$ cat config.mk
export PLATFORM = sky130hd
export DESIGN_NAME = two_wire_bus_controller
export DESIGN_NICKNAME = d
export VERILOG_FILES = /design/src/verilog/twb_pkg.sv /design/src/verilog/twb_pins_if.sv /design/src/verilog/twb_pin_mux.sv /design/src/verilog/two_wire_bus_controller.sv
export SDC_FILE = /design/constraint.sdc
export NUM_CORES = 1
export LEC_CHECK = 0
export ABC_AREA = 1
export BUFFER_PORTS_ARGS = -buffer_cell sky130_fd_sc_hd__buf_2
export CORE_MARGIN = 10
export CORE_UTILIZATION = 48
export DETAILED_ROUTE_END_ITERATION = 10
export PLACE_DENSITY = 0.66
export SYNTH_ARGS = -nofsm -noshare
export SYNTH_HDL_FRONTEND = slang
export SYNTH_HIERARCHICAL = 1
export SYNTH_SLANG_ARGS = --single-unit
$ cat constraint.sdc
create_clock -name clk_in -period 5.7 [get_ports clk_in]
set_input_delay 0.57 -clock clk_in [delete_from_list [all_inputs] [get_ports clk_in]]
set_output_delay 0.57 -clock clk_in [all_outputs]
set_load 0.05 [all_outputs]
$ cat src/verilog/twb_pkg.sv
/*
 * Constants shared by the two-wire bus controller and its pin mux.
 * Assumes a single 250 MHz core clock and a plain register port.
 */
// Functional notes
// - Interrupt after each byte, slave-receive stop, and arbitration loss.
// - Hold the bus clock low while firmware services an interrupt.
// - Clock on port bit 0, data on port bit 1.
// - Enable bit forces the two bus pins to open-drain.
// - Enable clear returns the pins to general-purpose use.
// - Stop flag only in slave receive, and not after our no-ack.
// - Arbitration loss clears master, sets lost flag, interrupts.
// - Repeat start needs address first; hardware clears the restart bit.
// - Address flag set on first slave byte or lost arbitration.
// - Receive: acknowledge bit 1 pulls data low at acknowledge time.
// - Master transmit: acknowledge bit shows whether the receiver acknowledged.
// - Transmit bit picks direction, ignored for first master byte.
// - Busy bit reads 1 during a transfer; writing 1 continues.
// - Control writes are ignored while busy.
// - No busy again after an interrupt until continue is written.
// - Setting master issues start and sends the data register.
// - Each later master byte waits for continue.
// - Master bit written 1 to 0 produces a stop.
// - Master drives clock, arbitrates and synchronises clocks.
// - Interrupt held off while an external master addresses us.
// - Data register has separate read and write storage.
// - Config bit 1 or bit 7 selects the second port.
package twb_pkg;
    localparam logic [0:0] ADDR_DATA = 1'h0;
    localparam logic [0:0] ADDR_CTRL = 1'h1;
    localparam logic [7:0] CTRL_RESET = 8'h00;
    localparam int B_ENABLE = 0;
    localparam int B_STOP = 1;
    localparam int B_ARB = 2;
    localparam int B_ADDR = 3;
    localparam int B_ACK = 4;
    localparam int B_XMIT = 5;
    localparam int B_BUSY = 6;
    localparam int B_MASTER = 7;
    localparam int CFG_WIDTH1 = 1;
    localparam int CFG_POS = 7;
    localparam int PIN_SCL = 0;
    localparam int PIN_SDA = 1;
    localparam int CLK_MHZ = 250;
    localparam int SCL_KHZ = 100;
    localparam int QUARTER = CLK_MHZ * 1000 / (SCL_KHZ * 4);
endpackage

$ cat src/verilog/twb_pins_if.sv
/*
 * Interface carrying the synchronised bus pins between the controller
 * and its pin steering. Assumes both ends share clk_in.
 */
`timescale 1ns/1ps
interface twb_pins_if;
    logic scl_pull;
    logic sda_pull;
    logic scl_seen;
    logic sda_seen;
    modport core (output scl_pull, output sda_pull,
        input scl_seen, input sda_seen);
    modport pins (input scl_pull, input sda_pull,
        output scl_seen, output sda_seen);
endinterface

$ cat src/verilog/twb_pin_mux.sv
/*
 * Selects the port that carries the bus and synchronises the two lines.
 * Assumes port inputs are asynchronous pins.
 */
`timescale 1ns/1ps
module twb_pin_mux
(
    input wire logic clk_in,
    input wire logic rst_in,
    input wire logic use_p2_in,
    input wire logic [1:0] p1_pin_in,
    input wire logic [1:0] p2_pin_in,
    twb_pins_if.pins bus
);
    logic [1:0] s1_q;
    logic [1:0] s2_q;
    logic [1:0] sel;

    // Raw selection; only the first stage reads it
    assign sel = use_p2_in ? p2_pin_in : p1_pin_in;

    // Two flip-flops before any logic looks at the lines
    always_ff @(posedge clk_in or posedge rst_in)
    begin
        if (rst_in)
        begin
            s1_q <= 2'h3;
            s2_q <= 2'h3;
        end
        else
        begin
            s1_q <= sel;
            s2_q <= s1_q;
        end
    end

    assign bus.scl_seen = s2_q[twb_pkg::PIN_SCL];
    assign bus.sda_seen = s2_q[twb_pkg::PIN_SDA];
endmodule

$ cat src/verilog/two_wire_bus_controller.sv
/*
 * Byte-level two-wire bus controller: master, slave, multi-master.
 * Assumes open-drain pads outside; output enable high means pull low.
 */
// Decided for this implementation: the register addresses and the strobed register port.
`timescale 1ns/1ps
module two_wire_bus_controller
#(
    parameter int QUARTER = twb_pkg::QUARTER,
    parameter logic [6:0] OWN_ADDR = 7'h2a
)
(
    input wire logic clk_in,
    input wire logic rst_in,
    input wire logic [0:0] reg_addr_in,
    input wire logic [7:0] reg_wdata_in,
    input wire logic reg_wr_in,
    input wire logic reg_rd_in,
    output logic [7:0] reg_rdata_out,
    input wire logic [7:0] config_in,
    input wire logic [1:0] p1_pin_in,
    input wire logic [1:0] p2_pin_in,
    output logic [1:0] p1_out,
    output logic [1:0] p1_oe_out,
    output logic [1:0] p2_out,
    output logic [1:0] p2_oe_out,
    output logic p1_od_force_out,
    output logic p2_od_force_out,
    output logic irq_out
);
    typedef enum {
        S_IDLE, S_START, S_BIT, S_ACK, S_WAIT, S_STOP, S_RESTART
    } state_e;

    twb_pins_if bus ();
    logic use_p2;
    logic [7:0] ctrl_q;
    logic [7:0] tx_q;
    logic [7:0] rx_q;
    logic [7:0] sh_q;
    logic [2:0] bit_q;
    logic [1:0] ph_q;
    logic [15:0] div_q;
    logic tick;
    state_e st_q;
    logic scl_pull_q;
    logic sda_pull_q;
    logic scl_d1_q;
    logic sda_d1_q;
    logic start_seen;
    logic stop_seen;
    logic scl_rise;
    logic scl_fall;
    logic slave_q;
    logic first_q;
    logic addressed_q;
    logic rx_mode_q;
    logic nack_end_q;
    logic held_irq_q;
    logic irq_q;
    logic ctrl_wr;
    logic data_wr;
    logic busy;
    logic ena;
    logic go;

    ////////////////////////////////////////////////////////////////
    // Pin steering and selection
    assign use_p2 = config_in[twb_pkg::CFG_WIDTH1]
        | config_in[twb_pkg::CFG_POS];
    assign ena = ctrl_q[twb_pkg::B_ENABLE];

    twb_pin_mux u_mux
    (
        .clk_in(clk_in),
        .rst_in(rst_in),
        .use_p2_in(use_p2),
        .p1_pin_in(p1_pin_in),
        .p2_pin_in(p2_pin_in),
        .bus(bus.pins)
    );

    assign bus.scl_pull = scl_pull_q;
    assign bus.sda_pull = sda_pull_q;

    // Open-drain: data out is always 0, enables pull low
    assign p1_out = 2'h0;
    assign p2_out = 2'h0;
    assign p1_oe_out = (ena && !use_p2)
        ? {bus.sda_pull, bus.scl_pull} : 2'h0;
    assign p2_oe_out = (ena && use_p2)
        ? {bus.sda_pull, bus.scl_pull} : 2'h0;
    // Cleared enable hands pins back to general-purpose logic
    assign p1_od_force_out = ena && !use_p2;
    assign p2_od_force_out = ena && use_p2;

    ////////////////////////////////////////////////////////////////
    // Bus condition detection on synchronised lines
    always_ff @(posedge clk_in or posedge rst_in)
    begin
        if (rst_in)
        begin
            scl_d1_q <= 1'b1;
            sda_d1_q <= 1'b1;
        end
        else
        begin
            scl_d1_q <= bus.scl_seen;
            sda_d1_q <= bus.sda_seen;
        end
    end

    assign scl_rise = bus.scl_seen && !scl_d1_q;
    assign scl_fall = !bus.scl_seen && scl_d1_q;
    assign start_seen = bus.scl_seen && scl_d1_q
        && sda_d1_q && !bus.sda_seen;
    assign stop_seen = bus.scl_seen && scl_d1_q
        && !sda_d1_q && bus.sda_seen;

    ////////////////////////////////////////////////////////////////
    // Quarter-bit divider; halts while another party stretches clock
    always_ff @(posedge clk_in or posedge rst_in)
    begin
        if (rst_in)
            div_q <= 16'h0000;
        else if (tick || st_q == S_IDLE || st_q == S_WAIT)
            div_q <= 16'h0000;
        else if (!(scl_pull_q == 1'b0 && !bus.scl_seen))
            div_q <= div_q + 16'h0001; // clock sync wait
    end
    assign tick = (div_q == 16'(QUARTER - 1));

    ////////////////////////////////////////////////////////////////
    // Register port decode
    assign busy = ctrl_q[twb_pkg::B_BUSY];
    assign data_wr = reg_wr_in && reg_addr_in == twb_pkg::ADDR_DATA;
    assign ctrl_wr = reg_wr_in && reg_addr_in == twb_pkg::ADDR_CTRL
        && !busy;
    assign go = ctrl_wr && reg_wdata_in[twb_pkg::B_BUSY];

    // Write-side data store, separate from received byte
    always_ff @(posedge clk_in or posedge rst_in)
    begin
        if (rst_in)
            tx_q <= 8'h00;
        else if (data_wr)
            tx_q <= reg_wdata_in;
    end

    // Read data stands for one cycle after the strobe
    always_ff @(posedge clk_in or posedge rst_in)
    begin
        if (rst_in)
            reg_rdata_out <= 8'h00;
        else if (reg_rd_in)
            reg_rdata_out <= (reg_addr_in == twb_pkg::ADDR_DATA)
                ? rx_q : ctrl_q;
        else
            reg_rdata_out <= 8'h00;
    end

    ////////////////////////////////////////////////////////////////
    // Byte engine: control register, shifter, interrupt
    always_ff @(posedge clk_in or posedge rst_in)
    begin
        if (rst_in)
        begin
            ctrl_q <= twb_pkg::CTRL_RESET;
            st_q <= S_IDLE;
            sh_q <= 8'h00;
            rx_q <= 8'h00;
            bit_q <= 3'h0;
            ph_q <= 2'h0;
            scl_pull_q <= 1'b0;
            sda_pull_q <= 1'b0;
            slave_q <= 1'b0;
            first_q <= 1'b0;
            addressed_q <= 1'b0;
            rx_mode_q <= 1'b0;
            nack_end_q <= 1'b0;
            held_irq_q <= 1'b0;
            irq_q <= 1'b0;
        end
        else
        begin
            if (ctrl_wr)
            begin
                // Control write: take enable, ack, transmit, master and bit 2; clear stop, clear address on continue
                ctrl_q[twb_pkg::B_ENABLE] <= reg_wdata_in[0];
                ctrl_q[twb_pkg::B_ACK] <= reg_wdata_in[4];
                ctrl_q[twb_pkg::B_XMIT] <= reg_wdata_in[5];
                ctrl_q[twb_pkg::B_MASTER] <= reg_wdata_in[7];
                ctrl_q[twb_pkg::B_ARB] <= reg_wdata_in[2];
                ctrl_q[twb_pkg::B_STOP] <= 1'b0;
                ctrl_q[twb_pkg::B_BUSY] <= reg_wdata_in[6]
                    || (reg_wdata_in[7] && !ctrl_q[7]);
                if (reg_wdata_in[6])
                    ctrl_q[twb_pkg::B_ADDR] <= 1'b0;
                irq_q <= 1'b0;
                if (reg_wdata_in[6] && !reg_wdata_in[4]
                    && !reg_wdata_in[5] && slave_q)
                    nack_end_q <= 1'b1;
            end
            // Enable and master may arrive in one write, so look ahead
            if (!ena && !(ctrl_wr && reg_wdata_in[twb_pkg::B_ENABLE]))
                st_q <= S_IDLE;
            else
            case (st_q)
            S_IDLE:
            begin
                scl_pull_q <= 1'b0;
                sda_pull_q <= 1'b0;
                if (ctrl_wr && reg_wdata_in[7] && !ctrl_q[7])
                begin
                    sh_q <= tx_q;
                    rx_mode_q <= 1'b0;
                    slave_q <= 1'b0;
                    st_q <= S_START;
                    ph_q <= 2'h0;
                end
                else if (start_seen)
                begin
                    slave_q <= 1'b1;
                    first_q <= 1'b1;
                    rx_mode_q <= 1'b1;
                    bit_q <= 3'h7;
                    st_q <= S_BIT;
                end
            end
            S_START:
                if (tick)
                begin
                    ph_q <= ph_q + 2'h1;
                    if (ph_q == 2'h1)
                        sda_pull_q <= 1'b1; // start: data falls, clock high
                    if (ph_q == 2'h3)
                    begin
                        scl_pull_q <= 1'b1;
                        bit_q <= 3'h7;
                        st_q <= S_BIT;
                    end
                end
            S_RESTART:
                if (tick)
                begin
                    ph_q <= ph_q + 2'h1;
                    if (ph_q == 2'h0)
                        sda_pull_q <= 1'b0;
                    if (ph_q == 2'h1)
                        scl_pull_q <= 1'b0;
                    if (ph_q == 2'h2)
                    begin
                        sda_pull_q <= 1'b1;
                        ctrl_q[twb_pkg::B_ARB] <= 1'b0;
                    end
                    if (ph_q == 2'h3)
                    begin
                        scl_pull_q <= 1'b1;
                        bit_q <= 3'h7;
                        st_q <= S_BIT;
                    end
                end
            S_BIT, S_ACK:
            begin
                if (stop_seen && slave_q)
                begin
                    // Stop from the outside master ends the slave transfer
                    if (rx_mode_q && !nack_end_q && !first_q)
                    begin
                        ctrl_q[twb_pkg::B_STOP] <= 1'b1;
                        irq_q <= 1'b1;
                    end
                    if (held_irq_q)
                        irq_q <= 1'b1;
                    held_irq_q <= 1'b0;
                    slave_q <= 1'b0;
                    nack_end_q <= 1'b0;
                    ctrl_q[twb_pkg::B_BUSY] <= 1'b0;
                    st_q <= S_IDLE;
                end
                else if (slave_q)
                begin
                    // Slave: drive on falling clock, sample on rising
                    if (scl_fall)
                        sda_pull_q <= (st_q == S_ACK)
                            ? (rx_mode_q && (first_q
                                || ctrl_q[twb_pkg::B_ACK]))
                            : (!rx_mode_q && !sh_q[bit_q]);
                    if (scl_rise)
                    begin
                        if (st_q == S_BIT)
                        begin
                            sh_q[bit_q] <= bus.sda_seen;
                            if (bit_q == 3'h0)
                                st_q <= S_ACK;
                            bit_q <= bit_q - 3'h1;
                        end
                        else
                            st_q <= S_WAIT;
                    end
                end
                else if (tick)
                begin
                    // Master: four quarters per bit
                    ph_q <= ph_q + 2'h1;
                    if (ph_q == 2'h0)
                        sda_pull_q <= (st_q == S_ACK)
                            ? (rx_mode_q && ctrl_q[twb_pkg::B_ACK])
                            : (!rx_mode_q && !sh_q[bit_q]);
                    if (ph_q == 2'h1)
                        scl_pull_q <= 1'b0;
                    if (ph_q == 2'h2)
                    begin
                        if (st_q == S_BIT && !rx_mode_q && !sda_pull_q
                            && !bus.sda_seen)
                        begin
                            // Someone else drove low: arbitration lost
                            ctrl_q[twb_pkg::B_MASTER] <= 1'b0;
                            ctrl_q[twb_pkg::B_ARB] <= 1'b1;
                            ctrl_q[twb_pkg::B_ADDR] <= 1'b1;
                            ctrl_q[twb_pkg::B_BUSY] <= 1'b0;
                            sda_pull_q <= 1'b0;
                            scl_pull_q <= 1'b0;
                            slave_q <= 1'b1;
                            rx_mode_q <= 1'b1;
                            first_q <= 1'b1;
                            held_irq_q <= 1'b1;
                            st_q <= S_BIT;
                        end
                        else if (st_q == S_BIT)
                            sh_q[bit_q] <= bus.sda_seen;
                        else if (!rx_mode_q)
                            ctrl_q[twb_pkg::B_ACK] <= !bus.sda_seen;
                    end
                    if (ph_q == 2'h3)
                    begin
                        scl_pull_q <= 1'b1;
                        if (st_q == S_ACK)
                            st_q <= S_WAIT;
                        else
                        begin
                            if (bit_q == 3'h0)
                                st_q <= S_ACK;
                            bit_q <= bit_q - 3'h1;
                        end
                    end
                end
            end
            S_WAIT:
            begin
                // Byte done: clock held low until firmware answers
                if (slave_q)
                    scl_pull_q <= 1'b1;
                if ((ctrl_q[twb_pkg::B_BUSY] || first_q) && !irq_q && !go)
                begin
                    rx_q <= sh_q;
                    ctrl_q[twb_pkg::B_BUSY] <= 1'b0;
                    if (slave_q && first_q)
                    begin
                        ctrl_q[twb_pkg::B_ADDR] <= 1'b1;
                        // Not our address: drop out, raise any held arbitration-loss interrupt
                        if (sh_q[7:1] != OWN_ADDR)
                        begin
                            irq_q <= held_irq_q;
                            held_irq_q <= 1'b0;
                            slave_q <= 1'b0;
                            scl_pull_q <= 1'b0;
                            st_q <= S_IDLE;
                        end
                        else
                        begin
                            rx_mode_q <= !sh_q[0];
                            if (held_irq_q)
                                irq_q <= 1'b0;
                            else
                                irq_q <= 1'b1;
                        end
                    end
                    else if (!held_irq_q)
                        irq_q <= 1'b1;
                    first_q <= 1'b0;
                end
                else if (go)
                begin
                    // Firmware answered: next byte, restart or stop
                    sh_q <= tx_q;
                    bit_q <= 3'h7;
                    ph_q <= 2'h0;
                    if (!slave_q && reg_wdata_in[7]
                        && reg_wdata_in[2])
                    begin
                        rx_mode_q <= 1'b0;
                        st_q <= S_RESTART;
                    end
                    else if (!slave_q && !reg_wdata_in[7])
                        st_q <= S_STOP;
                    else
                    begin
                        rx_mode_q <= !reg_wdata_in[5];
                        scl_pull_q <= slave_q ? 1'b0 : 1'b1;
                        st_q <= S_BIT;
                    end
                end
                else if (ctrl_wr && !reg_wdata_in[7] && ctrl_q[7])
                begin
                    ph_q <= 2'h0;
                    st_q <= S_STOP;
                end
            end
            S_STOP:
                if (tick)
                begin
                    ph_q <= ph_q + 2'h1;
                    if (ph_q == 2'h0)
                        sda_pull_q <= 1'b1;
                    if (ph_q == 2'h1)
                        scl_pull_q <= 1'b0;
                    if (ph_q == 2'h3)
                    begin
                        sda_pull_q <= 1'b0; // stop: data rises, clock high
                        ctrl_q[twb_pkg::B_BUSY] <= 1'b0;
                        st_q <= S_IDLE;
                    end
                end
            default:
                st_q <= S_IDLE;
            endcase
        end
    end

    assign irq_out = irq_q;

    ////////////////////////////////////////////////////////////////
    // Checks
    property p_busy_lock;
        @(posedge clk_in) disable iff (rst_in)
        (reg_wr_in && reg_addr_in == twb_pkg::ADDR_CTRL && busy)
        |=> ctrl_q[twb_pkg::B_ENABLE] == $past(ctrl_q[twb_pkg::B_ENABLE]);
    endproperty
    a_busy_lock: assert property (p_busy_lock)
        else $error("control write taken while busy");

    property p_arb;
        @(posedge clk_in) disable iff (rst_in)
        $rose(ctrl_q[twb_pkg::B_ARB]) && !$past(ctrl_wr)
        |-> !ctrl_q[twb_pkg::B_MASTER];
    endproperty
    a_arb: assert property (p_arb)
        else $error("arbitration lost with master still set");

    property p_release;
        @(posedge clk_in) disable iff (rst_in)
        !ena |-> p1_oe_out == 2'h0 && p2_oe_out == 2'h0;
    endproperty
    a_release: assert property (p_release)
        else $error("pins driven while disabled");

    // Master waiting on firmware must keep the clock pulled low
    property p_stretch;
        @(posedge clk_in) disable iff (rst_in)
        st_q == S_WAIT && !slave_q |-> scl_pull_q;
    endproperty
    a_stretch: assert property (p_stretch)
        else $error("master clock not held while waiting");

    property p_restart_clear;
        @(posedge clk_in) disable iff (rst_in)
        st_q == S_RESTART && tick && ph_q == 2'h2
        |=> !ctrl_q[twb_pkg::B_ARB];
    endproperty
    a_restart_clear: assert property (p_restart_clear)
        else $error("restart bit left set after restart");

    property p_irq_idle;
        @(posedge clk_in) disable iff (rst_in)
        $rose(irq_q) |-> !busy;
    endproperty
    a_irq_idle: assert property (p_irq_idle)
        else $error("interrupt raised while still busy");
endmodule
==> reports/results.txt <==
most frequent cell on the critical path = nand2_1
clock edge transition at the registers on the reported setup and hold paths = 70 ps
cells traversed along the worst timing path = nor2_1 -> nand2_1 -> nor2_4 -> nand2_2 -> a21oi_4 -> nand2_1 -> nor3_2 -> a21oi_1 -> o21ai_1
crit path max fanout = 46
insertion delay to the later sink of the worst-skew pair = 370 ps
Fin Setup TNS = 0 ps
maximum VDD drop = 0.243 mV
worst clock skew = 16.4 ps
crit path launch type = register
Setup Viol. Count Final = 0
number of failing hold endpoints at the final stage = 0
number of global-route vias before repair = 5,336
overall routed net length = 15.8 mm
Vert. Die Dim = 134 µm
Yosys warnings = 6
timing startpoint of the critical path = st_q[15]
post-synthesis sequential element count = 107
register area share after synthesis = 0.432
final cell utilization of the core = 0.543
core box area = 12,700 µm²
number of enable flip-flop cells after synthesis = 0
largest net degree at the start of global routing = 64
leakage = 0.00340 µW
final critical-path share of the clock period = 0.496
setup slack, reg-to-reg = 2870 ps
total grt overflow = 0
number of buffers added on ports = 33
required time of the critical path = 5990 ps
routed len/inst = 14.8 µm
worst r2r dst = ctrl_q[3]
number of buffers inserted for hold repair after clock tree synthesis = 0
number of violations reported at the end of detailed-routing iteration 0 = 525
total instance count after detailed placement = 1,054
Resized Gates After CTS = 0
part of the total power dissipated in the clock network = 0.362
number of instances in the synthesized netlist = 837
overall power = 1700 µW
combinational share of power = 0.133
startpoint of the most critical register-to-register path = st_q[15]
fraction of post-synthesis cell area in the top cell type by area = 0.407
final number of max-transition violations = 0
number of vias after detailed routing = 5,536
crit path DAT = 3110 ps
worst reg2reg path depth = 9
post-synthesis instance area = 6220 µm²
1st-pass router iterations = 5
post-CTS setup repair buffer count = 0
vias per inst = 5.17
worst min-delay path category = in2async
crit path max-delay cell type = a21oi_4
Sw Share = 0.302
Critical Path Sink = ctrl_q[3]
FFs w/ async S/R, synth = 1.00
CTS tree = built
CTS Sinks = 107
wire length of the first global-routing pass = 26.6 mm
highest cell delay on the worst timing path = 910 ps
most common flop cell mapped by yosys = dfrtp_1
total global routing track utilization = 0.182
run status = finished clean
Unique masters post-synth = 46
chip width = 134 µm
cell type with the largest total area after synthesis = dfrtp_1
CTS root buf = clkbuf_16
fraction of layout instances using a drive strength above 1 = 0.116
weighted congestion reported at the end of routability-driven placement = 0.952
Crit. End Element = register
maximum frequency from static timing analysis = 354 MHz
synthesis-to-layout area growth = 10.6%
half-perimeter wire length after detailed placement = 11.9 mm
CTS H-tree lvls = 3
Num CTS Buffers = 9
per-instance average area after synthesis = 7.43 µm²
Cell Rows = 41
initial antenna violation count = 0
unrepaired setup endpoints after global routing = no
number of buffers on the longest clock path = 2
time the final worst path needs with I/O delays and setup = 2830 ps
boundary pin count = 44
DRC errors left = 0
worst slew slack as a fraction of its limit = 0.245
filler instances = 1,273
full die area = 17,900 µm²
antenna cells = 0
number of nets in the final layout = 926
starting density of the core = 0.491
critical path start-end classification = reg2reg
biggest area contributors in the synthesized netlist = dfrtp_1 41%, nand2_1 12%, nor2_1 6.5%
total power divided by cell area = 247 nW/µm²
switching power = 511 µW
Seq pwr share = 0.505
Layout Cells excl Fill = 1,070
remaining antenna violation count after routing = 0
worst-margin pin slew = 1130 ps
internal power summed over all cells = 1180 µW
max cap viols = 0
-- power by group through the flow --
stage	logic (µW)	clock network [µW]	registers, µW
finish	226	613	856
CTS	228	624	856
global route	253	659	863
detailed placement	227	0	871
global placement	223	0	869
floorplan	161	0	869
-- layout make-up --
type | instances | area, µm² | share of cell area
clock buffers | 9 | 225 | 0.0327
repair buffers | 34 | 173 | 0.0251
clock inverters | 7 | 58.8 | 0.00855
flip-flops and latches | 107 | 2690 | 0.390
well taps | 172 | 215 | 0.0313
multi-input cells | 631 | 3110 | 0.452
inverters | 110 | 415 | 0.0604
-- worst max-delay path, delay by kind of cell, from the launching register on --
family | cells | cell delay [ps]
AOI/OAI and AO/OA | 3 | 1070
DFF | 1 | 360
and+or+nand+nor | 6 | 1320
-- worst min path at each step --
stage | startpoint | to | cells past startpoint
2_1_floorplan | u_mux/s1_q[0] | u_mux/s2_q[0] | 0
3_3_place_gp | u_mux/s1_q[1] | u_mux/s2_q[1] | 0
3_5_place_dp | u_mux/s1_q[1] | u_mux/s2_q[1] | 0
4_1_cts | rst_in | ph_q[0] | 2
5_1_grt | rst_in | ph_q[0] | 2
6_report | rst_in | ph_q[0] | 2
-- sequential cells by signal, indices dropped and copies added, names as in the netlist, 2 cells and up --
register and count:
u_mux/s1_q 2, st_q 32, ph_q 2, bit_q 3, ctrl_q 8, rx_q 8, u_mux/s2_q 2, tx_q 8
reg_rdata_out 8, sh_q 8, div_q 16
-- cell usage after synthesis (2+ instances only) --
master    instances
dfrtp_1         101
a31oi_1           3
nand3b_1          2
nor3_1           25
nor2_1          108
nor2_2           11
a21oi_1          16
nor3_2            2
xor2_1            8
o21ai_1           3
nand2_1         199
clkinv_1          2
inv_2             3
o211ai_1          5
buf_2             4
nor4_1            3
ha_1              8
o21ai_0          66
buf_6             2
nand2_4           2
dfstp_2           6
nand2_2           7
nand3_1          64
mux2_2            4
nor2_4            7
buf_4             6
nand3_2           7
inv_1           105
clkbuf_1          7
nand4_1          35
-- routing by layer --
| metal | vias to the layer above | track usage | wire [µm] |
|---|---|---|---|
| met1 | 2545 | 0.244 | 7470 |
| met5 | - | 0 | 0 |
| met2 | 160 | 0.281 | 7050 |
| li1 | 2794 | - | - |
| met3 | 37 | 0.0388 | 900 |
| met4 | 0 | 0.0677 | 363 |
-- cells in the final DEF, fill, tap and decap left out, drive strengths merged, types with 4 or more instances in the layout --
cell    synthesis  final
o21ai          69     69
buf            14     34
nor2          127    127
dfstp           6      6
nand3          71     71
clkbuf          7      9
xor2            8      8
ha              8      8
mux2            4      4
conb            1     33
inv           108    112
o211ai          5      5
nor3           28     28
nand4          35     35
clkinv          2      5
a21oi          17     17
nand2         208    208
dfrtp         101    101
-- cell families (layout without fill, tap and decap cells) --
group / Yosys count / count (layout) / synth area share
compound gates: 101 / 101 / 0.0890
xor+xnor: 9 / 9 / 0.0127
fa+ha+maj: 8 / 8 / 0.0161
buf+inv: 131 / 160 / 0.0878
flops: 107 / 107 / 0.432
mux: 4 / 4 / 0.00725
other cells: 1 / 33 / 0.000603
simple gates: 476 / 476 / 0.355
-- through the flow --
| step | setup WS, ps | hold slack [ps] | area [µm²] |
|---|---|---|---|
| final | 2870 | 248 | 6880 |
| after global routing | 2490 | 295 | 6880 |
| after floorplan | 2430 | 345 | 6340 |
| after CTS | 2890 | 270 | 6880 |
| after global placement | 2910 | 346 | 6590 |
| after detailed placement | 2900 | 349 | 6590 |
(Power assumes the default switching activity.)
